$ cat src/rtl/pis_pkg.sv
// Constants, register map and state encoding of the interrupt sequencer
package pis_pkg;

  // Source flag positions in the flag and enable registers
  localparam int FLAG_N     = 18;
  localparam int F_KEYPIN   = 0;
  localparam int F_CMATCH   = 1;
  localparam int F_TICK     = 2;
  localparam int F_LFIDENT  = 3;
  localparam int F_LFCARR   = 4;
  localparam int F_LFERR    = 5;
  localparam int F_LFBYTE   = 6;
  localparam int F_CONV     = 7;
  localparam int F_RSENT    = 8;
  localparam int F_RERR     = 9;
  localparam int F_RLOW     = 10;
  localparam int F_SENSOR   = 11;
  localparam int F_LAST     = 17;
  localparam int SINGLE_N   = 7;

  // Priorities of the named sources; P_SENSOR heads the plain per-flag run
  localparam int P_KEYPIN   = 15;
  localparam int P_CMATCH   = 14;
  localparam int P_SPARE    = 13;
  localparam int P_TICK     = 12;
  localparam int P_LOWFREQ  = 11;
  localparam int P_CONV     = 10;
  localparam int P_RADIO    = 9;
  localparam int P_SENSOR   = 8;
  localparam logic [3:0] P_SOFT  = 4'h1;
  localparam logic [3:0] P_RESET = 4'h0;

  // Vector table base: pair for priority 15 sits lowest
  localparam logic [15:0] VEC_BASE = 16'hFFE0;

  // Condition code register
  localparam int         CCR_I_BIT = 3;
  localparam logic [7:0] CCR_RESET = 8'h08;

  // APB register byte offsets
  localparam int         APB_AW    = 8;
  localparam logic [7:0] OFS_FLAGS = 8'h00;
  localparam logic [7:0] OFS_EN    = 8'h04;
  localparam logic [7:0] OFS_CCR   = 8'h08;
  localparam logic [7:0] OFS_SP    = 8'h0C;
  localparam logic [7:0] OFS_STAT  = 8'h10;

  // Radio flags share the enable at F_RSENT, so their own bits read zero
  localparam logic [FLAG_N-1:0] EN_MASK = 18'h3_F9FF;

  // Byte counts of each sequence step, as last index
  localparam logic [2:0] PUSH_LAST = 3'h4;
  localparam logic [2:0] VEC_LAST  = 3'h1;
  localparam logic [2:0] FILL_LAST = 3'h2;

  // Sequencer states
  typedef enum logic [2:0] {
    S_IDLE = 3'b000,
    S_PUSH = 3'b001,
    S_VECT = 3'b010,
    S_FILL = 3'b011,
    S_POP  = 3'b100
  } pis_state_t;

  // Memory access phases: address out, bus cycle, read data back
  localparam logic [1:0] PH_SET  = 2'h0;
  localparam logic [1:0] PH_BUS  = 2'h1;
  localparam logic [1:0] PH_DATA = 2'h2;

endpackage

$ cat src/rtl/pis_sequencer.sv
// Interrupt flag collection, priority select and CPU entry/return sequencing
//
// How it works
// RQ1 - Events set flags; software only clears
// RQ2 - Request needs enable; CPU needs mask clear
// RQ3 - Reset leaves global mask set
// RQ4 - Entry starts only at instruction boundary
// RQ5 - Interrupt entry reuses soft trap sequence
// RQ6 - Push PC low, PC high, X, A, CONDITION_CODE_REG
// RQ7 - Stack pointer decrements after each push
// RQ8 - Stacked PC is next instruction address
// RQ9 - Entry sets the global mask bit
// RQ10 - Vector chosen when fetched, highest pending
// RQ11 - Fill queue with three routine bytes
// RQ12 - Return pops CONDITION_CODE_REG, A, X, PC
// RQ13 - Return refills queue from restored PC
// RQ14 - Index high byte never stacked by hardware
// RQ15 - Highest priority served first after unmask
// RQ16 - Vector high byte at lower address
// RQ17 - Priority rises toward higher vector addresses
// RQ18 - Priority 13 pair never requested
// RQ19 - Tick only outside stop; conversion at 10
// RQ20 - Four low-frequency flags share priority 11
// RQ21 - Three radio flags, one enable, priority 9
// RQ22 - Any pending request wakes from stop
// RQ23 - Service routine clears its flag first
// RQ24 - Priorities 8 to 0 fixed as listed
// RQ25 - Flag AND enable feeds priority encoder
//
// The APB register port and the address map are this design's own decisions.
`timescale 1ns/1ps
`default_nettype none

module pis_sequencer
  import pis_pkg::*;
#(
  parameter logic [15:0] SP_INIT = 16'h00FF
) (
  input  wire  logic               core_clk,
  input  wire  logic               rstn,
  input  wire  logic               psel,
  input  wire  logic               penable,
  input  wire  logic               pwrite,
  input  wire  logic [APB_AW-1:0]  paddr,
  input  wire  logic [31:0]        pwdata,
  output logic       [31:0]        prdata,
  output logic                     pready,
  output logic                     pslverr,
  input  wire  logic [FLAG_N-1:0]  src_event,
  input  wire  logic               stop_mode,
  input  wire  logic               instr_boundary,
  input  wire  logic               soft_trap,
  input  wire  logic               return_trap,
  input  wire  logic [15:0]        cpu_next_pc,
  input  wire  logic [7:0]         cpu_acc,
  input  wire  logic [7:0]         cpu_x,
  output logic                     mem_req,
  output logic                     mem_we,
  output logic       [15:0]        mem_addr,
  output logic       [7:0]         mem_wdata,
  input  wire  logic [7:0]         mem_rdata,
  output logic                     seq_busy,
  output logic                     seq_done,
  output logic       [7:0]         queue_byte,
  output logic                     queue_valid,
  output logic       [15:0]        resume_pc,
  output logic       [7:0]         restored_acc,
  output logic       [7:0]         restored_x,
  output logic       [7:0]         condition_code_reg,
  output logic                     irq_request,
  output logic                     wake_request
);

  // The stack frame must fit above address zero
  if (SP_INIT < 16'h0005) begin : g_sp_check
    $error("SP_INIT too small for a five byte frame");
  end

  // Lowest set priority number wins
  function automatic logic [3:0] prio_pick(input logic [15:0] grp);
    logic [3:0] p;
    p = P_RESET;
    for (int i = 15; i >= 0; i--) begin
      if (grp[i]) begin
        p = 4'(i);
      end
    end
    return p;
  endfunction

  // Address of the high byte of a vector pair
  function automatic logic [15:0] vec_addr(input logic [3:0] p);
    return {VEC_BASE[15:5], ~p, 1'b0};
  endfunction

  function automatic logic reg_hit(input logic [APB_AW-1:0] a, input logic [7:0] ofs);
    return a == ofs;
  endfunction

  pis_state_t         state_reg;
  logic [2:0]         cnt_reg;
  logic [1:0]         ph_reg;
  logic               hw_entry_reg;
  logic [3:0]         entry_prio_reg;
  logic [3:0]         vec_prio_reg;
  logic [15:0]        pc_reg;
  logic [15:0]        sp_reg;
  logic [7:0]         acc_reg;
  logic [7:0]         x_reg;
  logic [7:0]         ccr_reg;
  logic [FLAG_N-1:0]  flag_reg;
  logic [FLAG_N-1:0]  flag_next;
  logic [FLAG_N-1:0]  en_reg;
  logic [FLAG_N-1:0]  en_next;
  logic [FLAG_N-1:0]  en_eff;
  logic [FLAG_N-1:0]  flag_req;
  logic [15:0]        grp_req;
  logic               mem_req_reg;
  logic               mem_we_reg;
  logic [15:0]        mem_addr_reg;
  logic [7:0]         mem_wdata_reg;
  logic               busy_reg;
  logic               done_reg;
  logic [7:0]         qbyte_reg;
  logic               qvalid_reg;
  logic               irq_reg;
  logic               wake_reg;
  logic [31:0]        prdata_reg;
  logic               pready_reg;
  logic               pslverr_reg;

  // APB decode; zero wait states, one access cycle
  wire apb_setup = psel & ~penable;
  wire apb_wr    = psel & penable & pready_reg & pwrite;
  wire hit_flags = reg_hit(paddr, OFS_FLAGS);
  wire hit_en    = reg_hit(paddr, OFS_EN);
  wire hit_ccr   = reg_hit(paddr, OFS_CCR);
  wire hit_sp    = reg_hit(paddr, OFS_SP);
  wire hit_stat  = reg_hit(paddr, OFS_STAT);
  wire map_hit   = hit_flags | hit_en | hit_ccr | hit_sp | hit_stat;
  wire sw_ccr_wr = apb_wr & hit_ccr;
  wire sw_sp_wr  = apb_wr & hit_sp;

  // RQ2 local enables; radio flags all follow one shared bit
  generate
    for (genvar i = 0; i < FLAG_N; i++) begin : g_en
      if (i == F_RERR || i == F_RLOW) begin : g_shared
        assign en_eff[i] = en_reg[F_RSENT];
      end else begin : g_own
        assign en_eff[i] = en_reg[i];
      end
    end
  endgenerate

  // RQ25 flag ANDed with enable
  assign flag_req = flag_reg & en_eff;

  // RQ17 groups by priority; RQ18 spare pair tied off
  assign grp_req[P_KEYPIN] = flag_req[F_KEYPIN];
  assign grp_req[P_CMATCH] = flag_req[F_CMATCH];
  assign grp_req[P_SPARE]  = 1'b0;
  // RQ19 tick masked in stop, conversion at 10
  assign grp_req[P_TICK]   = flag_req[F_TICK] & ~stop_mode;
  assign grp_req[P_CONV]   = flag_req[F_CONV];
  // RQ20 four receiver flags merge
  assign grp_req[P_LOWFREQ] = |flag_req[F_LFBYTE:F_LFIDENT];
  // RQ21 three radio flags merge
  assign grp_req[P_RADIO]  = |flag_req[F_RLOW:F_RSENT];
  // Soft trap and reset are not flag driven
  assign grp_req[P_SOFT]   = 1'b0;
  assign grp_req[P_RESET]  = 1'b0;

  // RQ24 plain sources at priorities 8 down to 2
  generate
    for (genvar k = 0; k < SINGLE_N; k++) begin : g_single
      assign grp_req[P_SENSOR-k] = flag_req[F_SENSOR+k];
    end
  endgenerate

  // RQ15 fixed encoder picks the highest pending
  wire       any_req   = |grp_req;
  wire [3:0] enc_prio  = prio_pick(grp_req);
  // RQ2 mask gates what the CPU accepts
  wire       irq_qual  = any_req & ~ccr_reg[CCR_I_BIT];
  // RQ10 priority sampled at vector time, not at entry
  wire [3:0] vec_pick  = (hw_entry_reg && any_req) ? enc_prio : entry_prio_reg;

  // RQ6 stacking order by byte count
  wire [7:0] push_byte = (cnt_reg == 3'h0) ? pc_reg[7:0] :
                         (cnt_reg == 3'h1) ? pc_reg[15:8] :
                         (cnt_reg == 3'h2) ? x_reg :
                         (cnt_reg == 3'h3) ? acc_reg : ccr_reg;

  // Read mux; unmapped reads return zero with an error
  wire [31:0] stat_word = 32'({state_reg, vec_prio_reg, irq_qual, any_req, enc_prio});
  wire [31:0] rd_word   = hit_flags ? 32'(flag_reg) :
                          hit_en    ? 32'(en_reg) :
                          hit_ccr   ? 32'(ccr_reg) :
                          hit_sp    ? 32'(sp_reg) :
                          hit_stat  ? stat_word : 32'h0000_0000;

  // RQ1 hardware set beats a same-cycle software clear
  // RQ23 write-one-to-clear is the routine's acknowledge
  assign flag_next = (flag_reg & ~((apb_wr && hit_flags) ? pwdata[FLAG_N-1:0] : '0))
                   | src_event;
  assign en_next   = (apb_wr && hit_en) ? (pwdata[FLAG_N-1:0] & EN_MASK) : en_reg;

  // Flags and enables
  always_ff @(posedge core_clk or negedge rstn) begin
    if (!rstn) begin
      flag_reg <= '0;
      en_reg   <= '0;
    end else begin
      flag_reg <= flag_next;
      en_reg   <= en_next;
    end
  end

  // APB answer registered in the setup cycle
  always_ff @(posedge core_clk or negedge rstn) begin
    if (!rstn) begin
      pready_reg  <= 1'b0;
      prdata_reg  <= 32'h0000_0000;
      pslverr_reg <= 1'b0;
    end else begin
      pready_reg  <= apb_setup;
      pslverr_reg <= apb_setup & ~map_hit;
      if (apb_setup) begin
        prdata_reg <= rd_word;
      end
    end
  end

  // RQ22 wake needs flag and enable (tick also needs stop off), not the mask
  always_ff @(posedge core_clk or negedge rstn) begin
    if (!rstn) begin
      irq_reg  <= 1'b0;
      wake_reg <= 1'b0;
    end else begin
      irq_reg  <= irq_qual;
      wake_reg <= any_req;
    end
  end

  // Entry, vector, fill and return sequencer; one byte per access
  // RQ14 only X low is stacked, the high index byte is the routine's job
  always_ff @(posedge core_clk or negedge rstn) begin
    if (!rstn) begin
      // RQ3 mask set; reset vector fetch starts at once
      state_reg      <= S_VECT;
      cnt_reg        <= 3'h0;
      ph_reg         <= PH_SET;
      hw_entry_reg   <= 1'b0;
      entry_prio_reg <= P_RESET;
      vec_prio_reg   <= P_RESET;
      pc_reg         <= 16'h0000;
      sp_reg         <= SP_INIT;
      acc_reg        <= 8'h00;
      x_reg          <= 8'h00;
      ccr_reg        <= CCR_RESET;
      mem_req_reg    <= 1'b0;
      mem_we_reg     <= 1'b0;
      mem_addr_reg   <= 16'h0000;
      mem_wdata_reg  <= 8'h00;
      busy_reg       <= 1'b1;
      done_reg       <= 1'b0;
      qbyte_reg      <= 8'h00;
      qvalid_reg     <= 1'b0;
    end else begin
      mem_req_reg <= 1'b0;
      qvalid_reg  <= 1'b0;
      done_reg    <= 1'b0;
      unique case (state_reg)
        S_IDLE: begin
          if (sw_ccr_wr) begin
            ccr_reg <= pwdata[7:0];
          end
          if (sw_sp_wr) begin
            sp_reg <= pwdata[15:0];
          end
          // RQ4 only between instructions; pending request goes first
          // RQ8 capture the address that would run next
          if (instr_boundary && (irq_qual || soft_trap)) begin
            // RQ5 hardware entry and soft trap share this path
            state_reg      <= S_PUSH;
            hw_entry_reg   <= irq_qual;
            entry_prio_reg <= irq_qual ? enc_prio : P_SOFT;
            pc_reg         <= cpu_next_pc;
            acc_reg        <= cpu_acc;
            x_reg          <= cpu_x;
            cnt_reg        <= 3'h0;
            ph_reg         <= PH_SET;
            busy_reg       <= 1'b1;
          end else if (instr_boundary && return_trap) begin
            state_reg <= S_POP;
            cnt_reg   <= 3'h0;
            ph_reg    <= PH_SET;
            busy_reg  <= 1'b1;
          end
        end
        S_PUSH: begin
          if (ph_reg == PH_SET) begin
            // RQ7 write at the free byte, then step down
            mem_req_reg   <= 1'b1;
            mem_we_reg    <= 1'b1;
            mem_addr_reg  <= sp_reg;
            mem_wdata_reg <= push_byte;
            sp_reg        <= sp_reg - 16'h0001;
            ph_reg        <= PH_BUS;
          end else begin
            ph_reg <= PH_SET;
            if (cnt_reg == PUSH_LAST) begin
              // RQ9 mask set after CONDITION_CODE_REG is safely stacked
              ccr_reg[CCR_I_BIT] <= 1'b1;
              state_reg          <= S_VECT;
              cnt_reg            <= 3'h0;
            end else begin
              cnt_reg <= cnt_reg + 3'h1;
            end
          end
        end
        S_VECT: begin
          if (ph_reg == PH_SET) begin
            mem_req_reg <= 1'b1;
            mem_we_reg  <= 1'b0;
            ph_reg      <= PH_BUS;
            // RQ16 high byte first, from the lower address
            if (cnt_reg == 3'h0) begin
              vec_prio_reg <= vec_pick;
              mem_addr_reg <= vec_addr(vec_pick);
            end else begin
              mem_addr_reg <= vec_addr(vec_prio_reg) + 16'h0001;
            end
          end else if (ph_reg == PH_BUS) begin
            ph_reg <= PH_DATA;
          end else begin
            ph_reg <= PH_SET;
            if (cnt_reg == VEC_LAST) begin
              pc_reg[7:0] <= mem_rdata;
              state_reg   <= S_FILL;
              cnt_reg     <= 3'h0;
            end else begin
              pc_reg[15:8] <= mem_rdata;
              cnt_reg      <= cnt_reg + 3'h1;
            end
          end
        end
        S_FILL: begin
          // RQ11 RQ13 three bytes from the new program address
          if (ph_reg == PH_SET) begin
            mem_req_reg  <= 1'b1;
            mem_we_reg   <= 1'b0;
            mem_addr_reg <= pc_reg + 16'(cnt_reg);
            ph_reg       <= PH_BUS;
          end else if (ph_reg == PH_BUS) begin
            ph_reg <= PH_DATA;
          end else begin
            ph_reg     <= PH_SET;
            qbyte_reg  <= mem_rdata;
            qvalid_reg <= 1'b1;
            if (cnt_reg == FILL_LAST) begin
              state_reg <= S_IDLE;
              busy_reg  <= 1'b0;
              done_reg  <= 1'b1;
            end else begin
              cnt_reg <= cnt_reg + 3'h1;
            end
          end
        end
        S_POP: begin
          if (ph_reg == PH_SET) begin
            // Pre-increment undoes the push post-decrement
            mem_req_reg  <= 1'b1;
            mem_we_reg   <= 1'b0;
            mem_addr_reg <= sp_reg + 16'h0001;
            sp_reg       <= sp_reg + 16'h0001;
            ph_reg       <= PH_BUS;
          end else if (ph_reg == PH_BUS) begin
            ph_reg <= PH_DATA;
          end else begin
            ph_reg <= PH_SET;
            // RQ12 reverse of the stacking order
            unique case (cnt_reg)
              3'h0:    ccr_reg      <= mem_rdata;
              3'h1:    acc_reg      <= mem_rdata;
              3'h2:    x_reg        <= mem_rdata;
              3'h3:    pc_reg[15:8] <= mem_rdata;
              default: pc_reg[7:0]  <= mem_rdata;
            endcase
            if (cnt_reg == PUSH_LAST) begin
              state_reg <= S_FILL;
              cnt_reg   <= 3'h0;
            end else begin
              cnt_reg <= cnt_reg + 3'h1;
            end
          end
        end
        default: begin
          state_reg <= S_IDLE;
          busy_reg  <= 1'b0;
        end
      endcase
    end
  end

  assign prdata             = prdata_reg;
  assign pready             = pready_reg;
  assign pslverr            = pslverr_reg;
  assign mem_req            = mem_req_reg;
  assign mem_we             = mem_we_reg;
  assign mem_addr           = mem_addr_reg;
  assign mem_wdata          = mem_wdata_reg;
  assign seq_busy           = busy_reg;
  assign seq_done           = done_reg;
  assign queue_byte         = qbyte_reg;
  assign queue_valid        = qvalid_reg;
  assign resume_pc          = pc_reg;
  assign restored_acc       = acc_reg;
  assign restored_x         = x_reg;
  assign condition_code_reg = ccr_reg;
  assign irq_request        = irq_reg;
  assign wake_request       = wake_reg;

  // Helper: cycles since reset release, saturating
  logic [1:0] boot_cnt;
  always_ff @(posedge core_clk or negedge rstn) begin
    if (!rstn) begin
      boot_cnt <= 2'h0;
    end else if (boot_cnt != 2'h3) begin
      boot_cnt <= boot_cnt + 2'h1;
    end
  end
endmodule

`default_nettype wire

$ cat config.mk
export PLATFORM = sky130hd
export DESIGN_NAME = pis_sequencer
export DESIGN_NICKNAME = d
export VERILOG_FILES = /design/src/rtl/pis_pkg.sv /design/src/rtl/pis_sequencer.sv
export SDC_FILE = /design/constraint.sdc
export NUM_CORES = 1
export LEC_CHECK = 0
export BUFFER_PORTS_ARGS = -buffer_cell sky130_fd_sc_hd__buf_2
export CAP_MARGIN = 20
export CORE_MARGIN = 1.5
export CORE_UTILIZATION = 55
export DETAILED_ROUTE_END_ITERATION = 10
export MAX_ROUTING_LAYER = met4
export PLACE_DENSITY = 0.78
export SLEW_MARGIN = 5
export SYNTH_ARGS = -nofsm -noshare
export SYNTH_HDL_FRONTEND = slang
export SYNTH_SLANG_ARGS = --single-unit
$ cat constraint.sdc
create_clock -name core_clk -period 3.3 [get_ports core_clk]
set_input_delay 0.33 -clock core_clk [delete_from_list [all_inputs] [get_ports core_clk]]
set_output_delay 0.33 -clock core_clk [all_outputs]
set_load 0.005 [all_outputs]
==> results of run 1 <==
==> where the power goes <==
part           switching (µW)  leakage, µW  total [µW]  internal, µW
registers                1040      0.00199        3780          2740
clock network             971     0.000292        2010          1040
logic                    2880      0.00314        5040          2170
==> path summary, 6_finish.rpt <==
| check | startpoint | endpoint | depth (start not counted) |
|---|---|---|---|
| max | flag_reg[9]$_DFF_PN0_ | restored_acc[3]$_DFFE_PN0P_ | 7 |
| min | src_event[2] | flag_reg[2]$_DFF_PN0_ | 2 |
| max reg2reg | flag_reg[9]$_DFF_PN0_ | restored_acc[3]$_DFFE_PN0P_ | 7 |
| min reg2reg | mem_addr[15]$_DFFE_PN0P_ | mem_addr[15]$_DFFE_PN0P_ | 2 |
| max in group asynchronous | rstn | pslverr$_DFF_PN0_ | 3 |
| min in group asynchronous | rstn | restored_acc[4]$_DFFE_PN0P_ | 2 |
==> per-stage QoR <==
stage | setup WS, ns | hold WS [ns] | cell area [µm²] | instances | total power, µW
CTS | 0.572 | 0.0551 | 11800 | 1537 | 10700
detailed placement | 0.605 | 0.466 | 11200 | 1504 | 8720
global placement | 0.627 | 0.460 | 11200 | 1504 | 8580
finish | 0.497 | 0.0611 | 11800 | 1537 | 10800
floorplan | 0.850 | 0.0344 | 10100 | 1135 | 6810
global route | 0.331 | 0.0482 | 11800 | 1537 | 11500
==> layout make-up <==
type	count	area (µm²)	share of cell area (%)
Multi-Input combinational cell	848	5380	45.5
Sequential cell	166	4170	35.3
Timing Repair Buffer	228	1250	10.6
Clock buffer	19	443	3.75
Tap cell	229	287	2.43
Clock inverter	13	151	1.28
Inverter	34	128	1.08
==> metal layers <==
layer	up-vias	track usage, %	share of wire (%)
met2	555	55.6	47
met5	-	-	0
met3	82	6.93	8.4
li1	4407	-	-
met4	0	13.1	3.5
met1	4724	47.6	41
==> Yosys cell counts (all sizes together) (20+ instances only) <==
cell type and n:
o21ai 82, a21o 23, clkbuf 56, nor2 93, inv 33, nor3 20
mux2i 42, mux2 45, a21oi 100, buf 31, dfrtp 155, nand3 31
nand2 131
==> timing repair <==
action | 4_1_cts | 5_1_grt
endpoints found under the hold margin | 7 | 0
setup buffers | 0 | 0
hold buffers | 1 | 0
gates resized for setup | 0 | 0
==> worst max-delay path, cell delays in order, from the launching register on <==
cell	delay, ns
dfrtp_1	0.42
o31ai_1	0.53
buf_4	0.23
and4_1	0.26
a31oi_1	0.21
o21bai_1	0.28
o31a_1	0.53
mux2i_1	0.26
==> cells by family (layout without fill, tap and decap cells) <==
logic type | after synthesis | count (layout) | share of synthesized area, %
buffers and inverters | 121 | 294 | 5.68
and+or+nand+nor | 366 | 366 | 17.6
DFF | 166 | 166 | 41.5
AOI/OAI and AO/OA | 349 | 349 | 22.7
xor gates and xnor gates | 21 | 21 | 1.83
adders and majority gates | 11 | 11 | 1.44
muxes | 87 | 87 | 9.22
other | 1 | 14 | 0.0373
==> flow_summary.toml, run 1 <==
[outcome]
status = "complete, no violations"

[power]
p_per_area_nw_per_um2 = 918
ir_drop_v = 0.000551
p_leak_uw = 0.00542

[grt]
grt_max_degree = 90
grt_pass1_vias = 9272
grt.overflow.total = 0
grt_pass1_wl_um = 52200
grt_antenna_before_repair = 0
track_usage_pct = 36.0

[placed_design]
dp_hpwl_um = 24600
portBuffers = 191
gp_congestion = 0.970

[synthesis]
synth_seq_cells = 166
synth-main-ff-cell = "dfrtp_1"
synth_edf_count = 0
ys_seq_area_share_pct = 41.5
netlist_instances = 1122
syn-cell-area_um2 = 10100
yosysTopAreaCellShare_pct = 38.6
yosysUniqueCellTypes = 81
avgSynthCellArea_um2 = 8.96
synth_area_leaders = "dfrtp_1, mux2_2, a21oi_1"
synthArstFlopShare_pct = 100
yosys_warnings = 0
yosysTopAreaCell = "dfrtp_1"

[sta]
finalHoldViolations = 0
post-route-period-util_pct = 84.9
period_minus_slack_ns = 2.80
fmax_ghz = 0.357
maxSlewHeadroom_pct = 41.5
rsz0062_at_grt = "no"
slew_violations = 0
tns_ns = 0
finalSetupViolations = 0
clock_skew_ns = 0.0121
tightestPinTransition_ns = 0.878

[die]
coreArea_um2 = 18000
die-area_um2 = 19100
die_width_um = 138
start_util_pct = 56.0
fp.dieH_um = 138
pin_count = 220
rows = 49

[finish]
syn2layout_area_growth_pct = 17.5
n_fill_cell = 1555
final_common_cell = "buf_2"
fin_nets = 1413
drive_above_1_share_pct = 26.0
diodes = 0
final_cell_mix = "buf_2, dfrtp_1, nand2_1"
postLayoutCoreUtil_pct = 65.7

[clock_network]
path_clk_slew_ns = 0.08
cts_tree = "yes"
numCtsBuffers = 17
clock_path_buffers = 2
cts.sinks = 166
htree_num_levels = 4
worstSkewPairLatency_ns = 0.44
root_buffer = "clkbuf_16"

[worst_setup_path]
start_kind = "register"
end_kind = "register"
crit_fanout = 8
cp.arrival_ns = 3.16
r2r_slack_ns = 0.50
cp_data_required_time_ns = 3.66
path_class = "register to register"

[job]
drv_cap = 0

[routing]
dr.first_iter.drc_count = 994
vias_per_cell = 6.36
drt_drc_violations_left = 0
via_count = 9768
firstDrtPassIters = 6
wl_per_cell_um = 21.6
ant_nets = 0
drt_wl_total_um = 33200

[hold_path]
holdCritPathClass = "input pin to register"
Power figures use the tool's default switching activity.
==> inputs of run 2 (changes only) <==
--- a/config.mk
+++ b/config.mk
@@ -5,6 +5,7 @@
 export SDC_FILE = /design/constraint.sdc
 export NUM_CORES = 1
 export LEC_CHECK = 0
+export ABC_AREA = 1
 export BUFFER_PORTS_ARGS = -buffer_cell sky130_fd_sc_hd__buf_2
 export CAP_MARGIN = 20
 export CORE_MARGIN = 1.5
==> constraint.sdc (replaced) <==
create_clock -name core_clk -period 2.9 [get_ports core_clk]
set_input_delay 0.29 -clock core_clk [delete_from_list [all_inputs] [get_ports core_clk]]
set_output_delay 0.29 -clock core_clk [all_outputs]
set_load 0.005 [all_outputs]
==> run 2 against run 1 <==
First-iteration DRC count up 14%. Routed wire length down 6.4%. Final area down 3.5%. Synthesized area down 4.1%. Via count up 1.9%. Worst hold slack worse by 0.027 ns. Largest power group unchanged. Clock skew down 0.0026 ns. Critical path depth up 4. Critical endpoint is now mem_addr[12]$_DFFE_PN0P_. Synthesized cell count up 17%. Flip-flop and latch count unchanged. Core utilization up 0.36 points.
==> flow_summary.toml, run 2 <==
[die]
pin_count = 220
die_width_um = 135
rows = 48
coreArea_um2 = 17200
fp.dieH_um = 135
start_util_pct = 55.9
die-area_um2 = 18300

[placed_design]
gp_congestion = 0.919
portBuffers = 191
dp_hpwl_um = 23700

[clock_network]
path_clk_slew_ns = 0.07
numCtsBuffers = 17
cts_tree = "yes"
worstSkewPairLatency_ns = 0.44
htree_num_levels = 4
hold_buffers = 1
cts_resized = 0
root_buffer = "clkbuf_16"
clock_path_buffers = 2
cts.sinks = 166
cts_setup_buffers = 0

[grt]
grt_antenna_before_repair = 0
grt_use_met1_pct = 47.7
grt_util_met3_pct = 5.69
grt_max_degree = 76
grt.overflow.total = 0
grt_use_met2_pct = 55.9
track_usage_pct = 35.9
grt_pass1_vias = 9321
grt_busiest_layer = "met2"
grt_pass1_wl_um = 49100

[sta]
post-route-period-util_pct = 85.3
rsz0062_at_grt = "no"
fin_hold_ws_ns = 0.0346
tns_ns = 0
slew_violations = 0
fmax_ghz = 0.404
tightestPinTransition_ns = 0.750
maxSlewHeadroom_pct = 50.0
clock_skew_ns = 0.00951
finalSetupViolations = 0
finalHoldViolations = 0
period_minus_slack_ns = 2.47

[routing]
wl_per_cell_um = 17.8
via_count = 9958
vias_per_cell = 5.71
dr.first_iter.drc_count = 1135
firstDrtPassIters = 6
ant_nets = 0
drt_drc_violations_left = 0
drt_wl_total_um = 31100

[synthesis]
synth_seq_cells = 166
synth-main-ff-cell = "dfrtp_1"
yosysTopAreaCellShare_pct = 40.2
avgSynthCellArea_um2 = 7.32
ys_seq_area_share_pct = 43.2
yosysTopAreaCell = "dfrtp_1"
syn-cell-area_um2 = 9640
yosysUniqueCellTypes = 56
netlist_instances = 1318
synthArstFlopShare_pct = 100
yosys_warnings = 0
yosys.cell_count.top_type = "nand2_1"
synth_area_leaders = "dfrtp_1, nand2_1, o21ai_0"
synth_common_cells = "nand2_1, dfrtp_1, inv_1"
synth_edf_count = 0

[worst_setup_path]
path_class = "register to register"
cp-startpoint = "cnt_reg[0]$_DFFE_PN0P_"
start_kind = "register"
reg2reg_from = "cnt_reg[0]$_DFFE_PN0P_"
cp.arrival_ns = 2.79
end_kind = "register"
cp_data_required_time_ns = 3.21
crit_fanout = 5

[finish]
final_cell_mix = "nand2_1, buf_2, dfrtp_1"
diodes = 0
drive_above_1_share_pct = 20.3
fin_nets = 1625
syn2layout_area_growth_pct = 18.1
final_common_cell = "nand2_1"

[job]
drv_cap = 0

[power]
p_per_area_nw_per_um2 = 988
ir_drop_v = 0.000544
power_uw = 11300
p_leak_uw = 0.00594

[hold_path]
holdCritPathClass = "input pin to register"
min_from = "src_event[4]"

[outcome]
status = "complete, no violations"
run 2: layout make-up:
type | count | area, µm²
fillers | 1536 | 5840
clock buffers | 17 | 425
flip-flops and latches | 166 | 4170
clock inverters | 15 | 140
repair buffers | 218 | 1180
well taps | 225 | 282
multi-input cells | 947 | 4610
inverters | 157 | 591
run 2: report_power, final:
| group | switching, µW | internal [µW] |
|---|---|---|
| clock network | 1060 | 1130 |
| logic | 3350 | 1780 |
| registers | 804 | 3120 |
run 2: logic make-up after synthesis:
| kind of cell | synth area share (%) |
|---|---|
| buffers and inverters | 9.51 |
| xor gates and xnor gates | 0.182 |
| DFF | 43.2 |
| adders and majority gates | 1.51 |
| AOI/OAI and AO/OA | 18.3 |
| other | 0.0389 |
| and+or+nand+nor | 27.2 |
run 2: worst paths after layout:
path,cells past startpoint,endpoint,slack (ns)
setup / recovery,11,mem_addr[12]$_DFFE_PN0P_,0.43
hold / removal,3,flag_reg[4]$_DFF_PN0_,0.03
setup reg to reg,11,mem_addr[12]$_DFFE_PN0P_,0.43
hold reg to reg,2,queue_byte[4]$_DFFE_PN0P_,0.47
max in group asynchronous,3,sp_reg[4]$_DFFE_PN1P_,1.59
min in group asynchronous,2,flag_reg[4]$_DFF_PN0_,0.47
run 2: critical path: stages, from the launching register on:
cell,delay [ns]
dfrtp_1,0.43
ha_1,0.21
fa_1,0.21
nand2_1,0.08
a21boi_0,0.33
nand4_1,0.18
nor2_1,0.23
nand3_1,0.13
o21ai_0,0.26
nand3_1,0.11
o211ai_1,0.09
nand2_1,0.08
run 2: per-layer routing:
layer	share of wire, %	wire length, µm
met5	0	0
met2	47	14500
met3	8.5	2640
met4	3.6	1120
met1	41	12800
run 2: through the flow:
step	std cells	worst slack (ns)	instance area (µm²)	utilization, %
6_report	1745	0.428	11400	66.1
5_1_grt	1745	0.227	11400	66.1
4_1_cts	1745	0.480	11400	66.1
3_5_place_dp	1712	0.515	10800	62.8
3_3_place_gp	1712	0.557	10800	62.8
2_1_floorplan	1331	0.878	9690	-
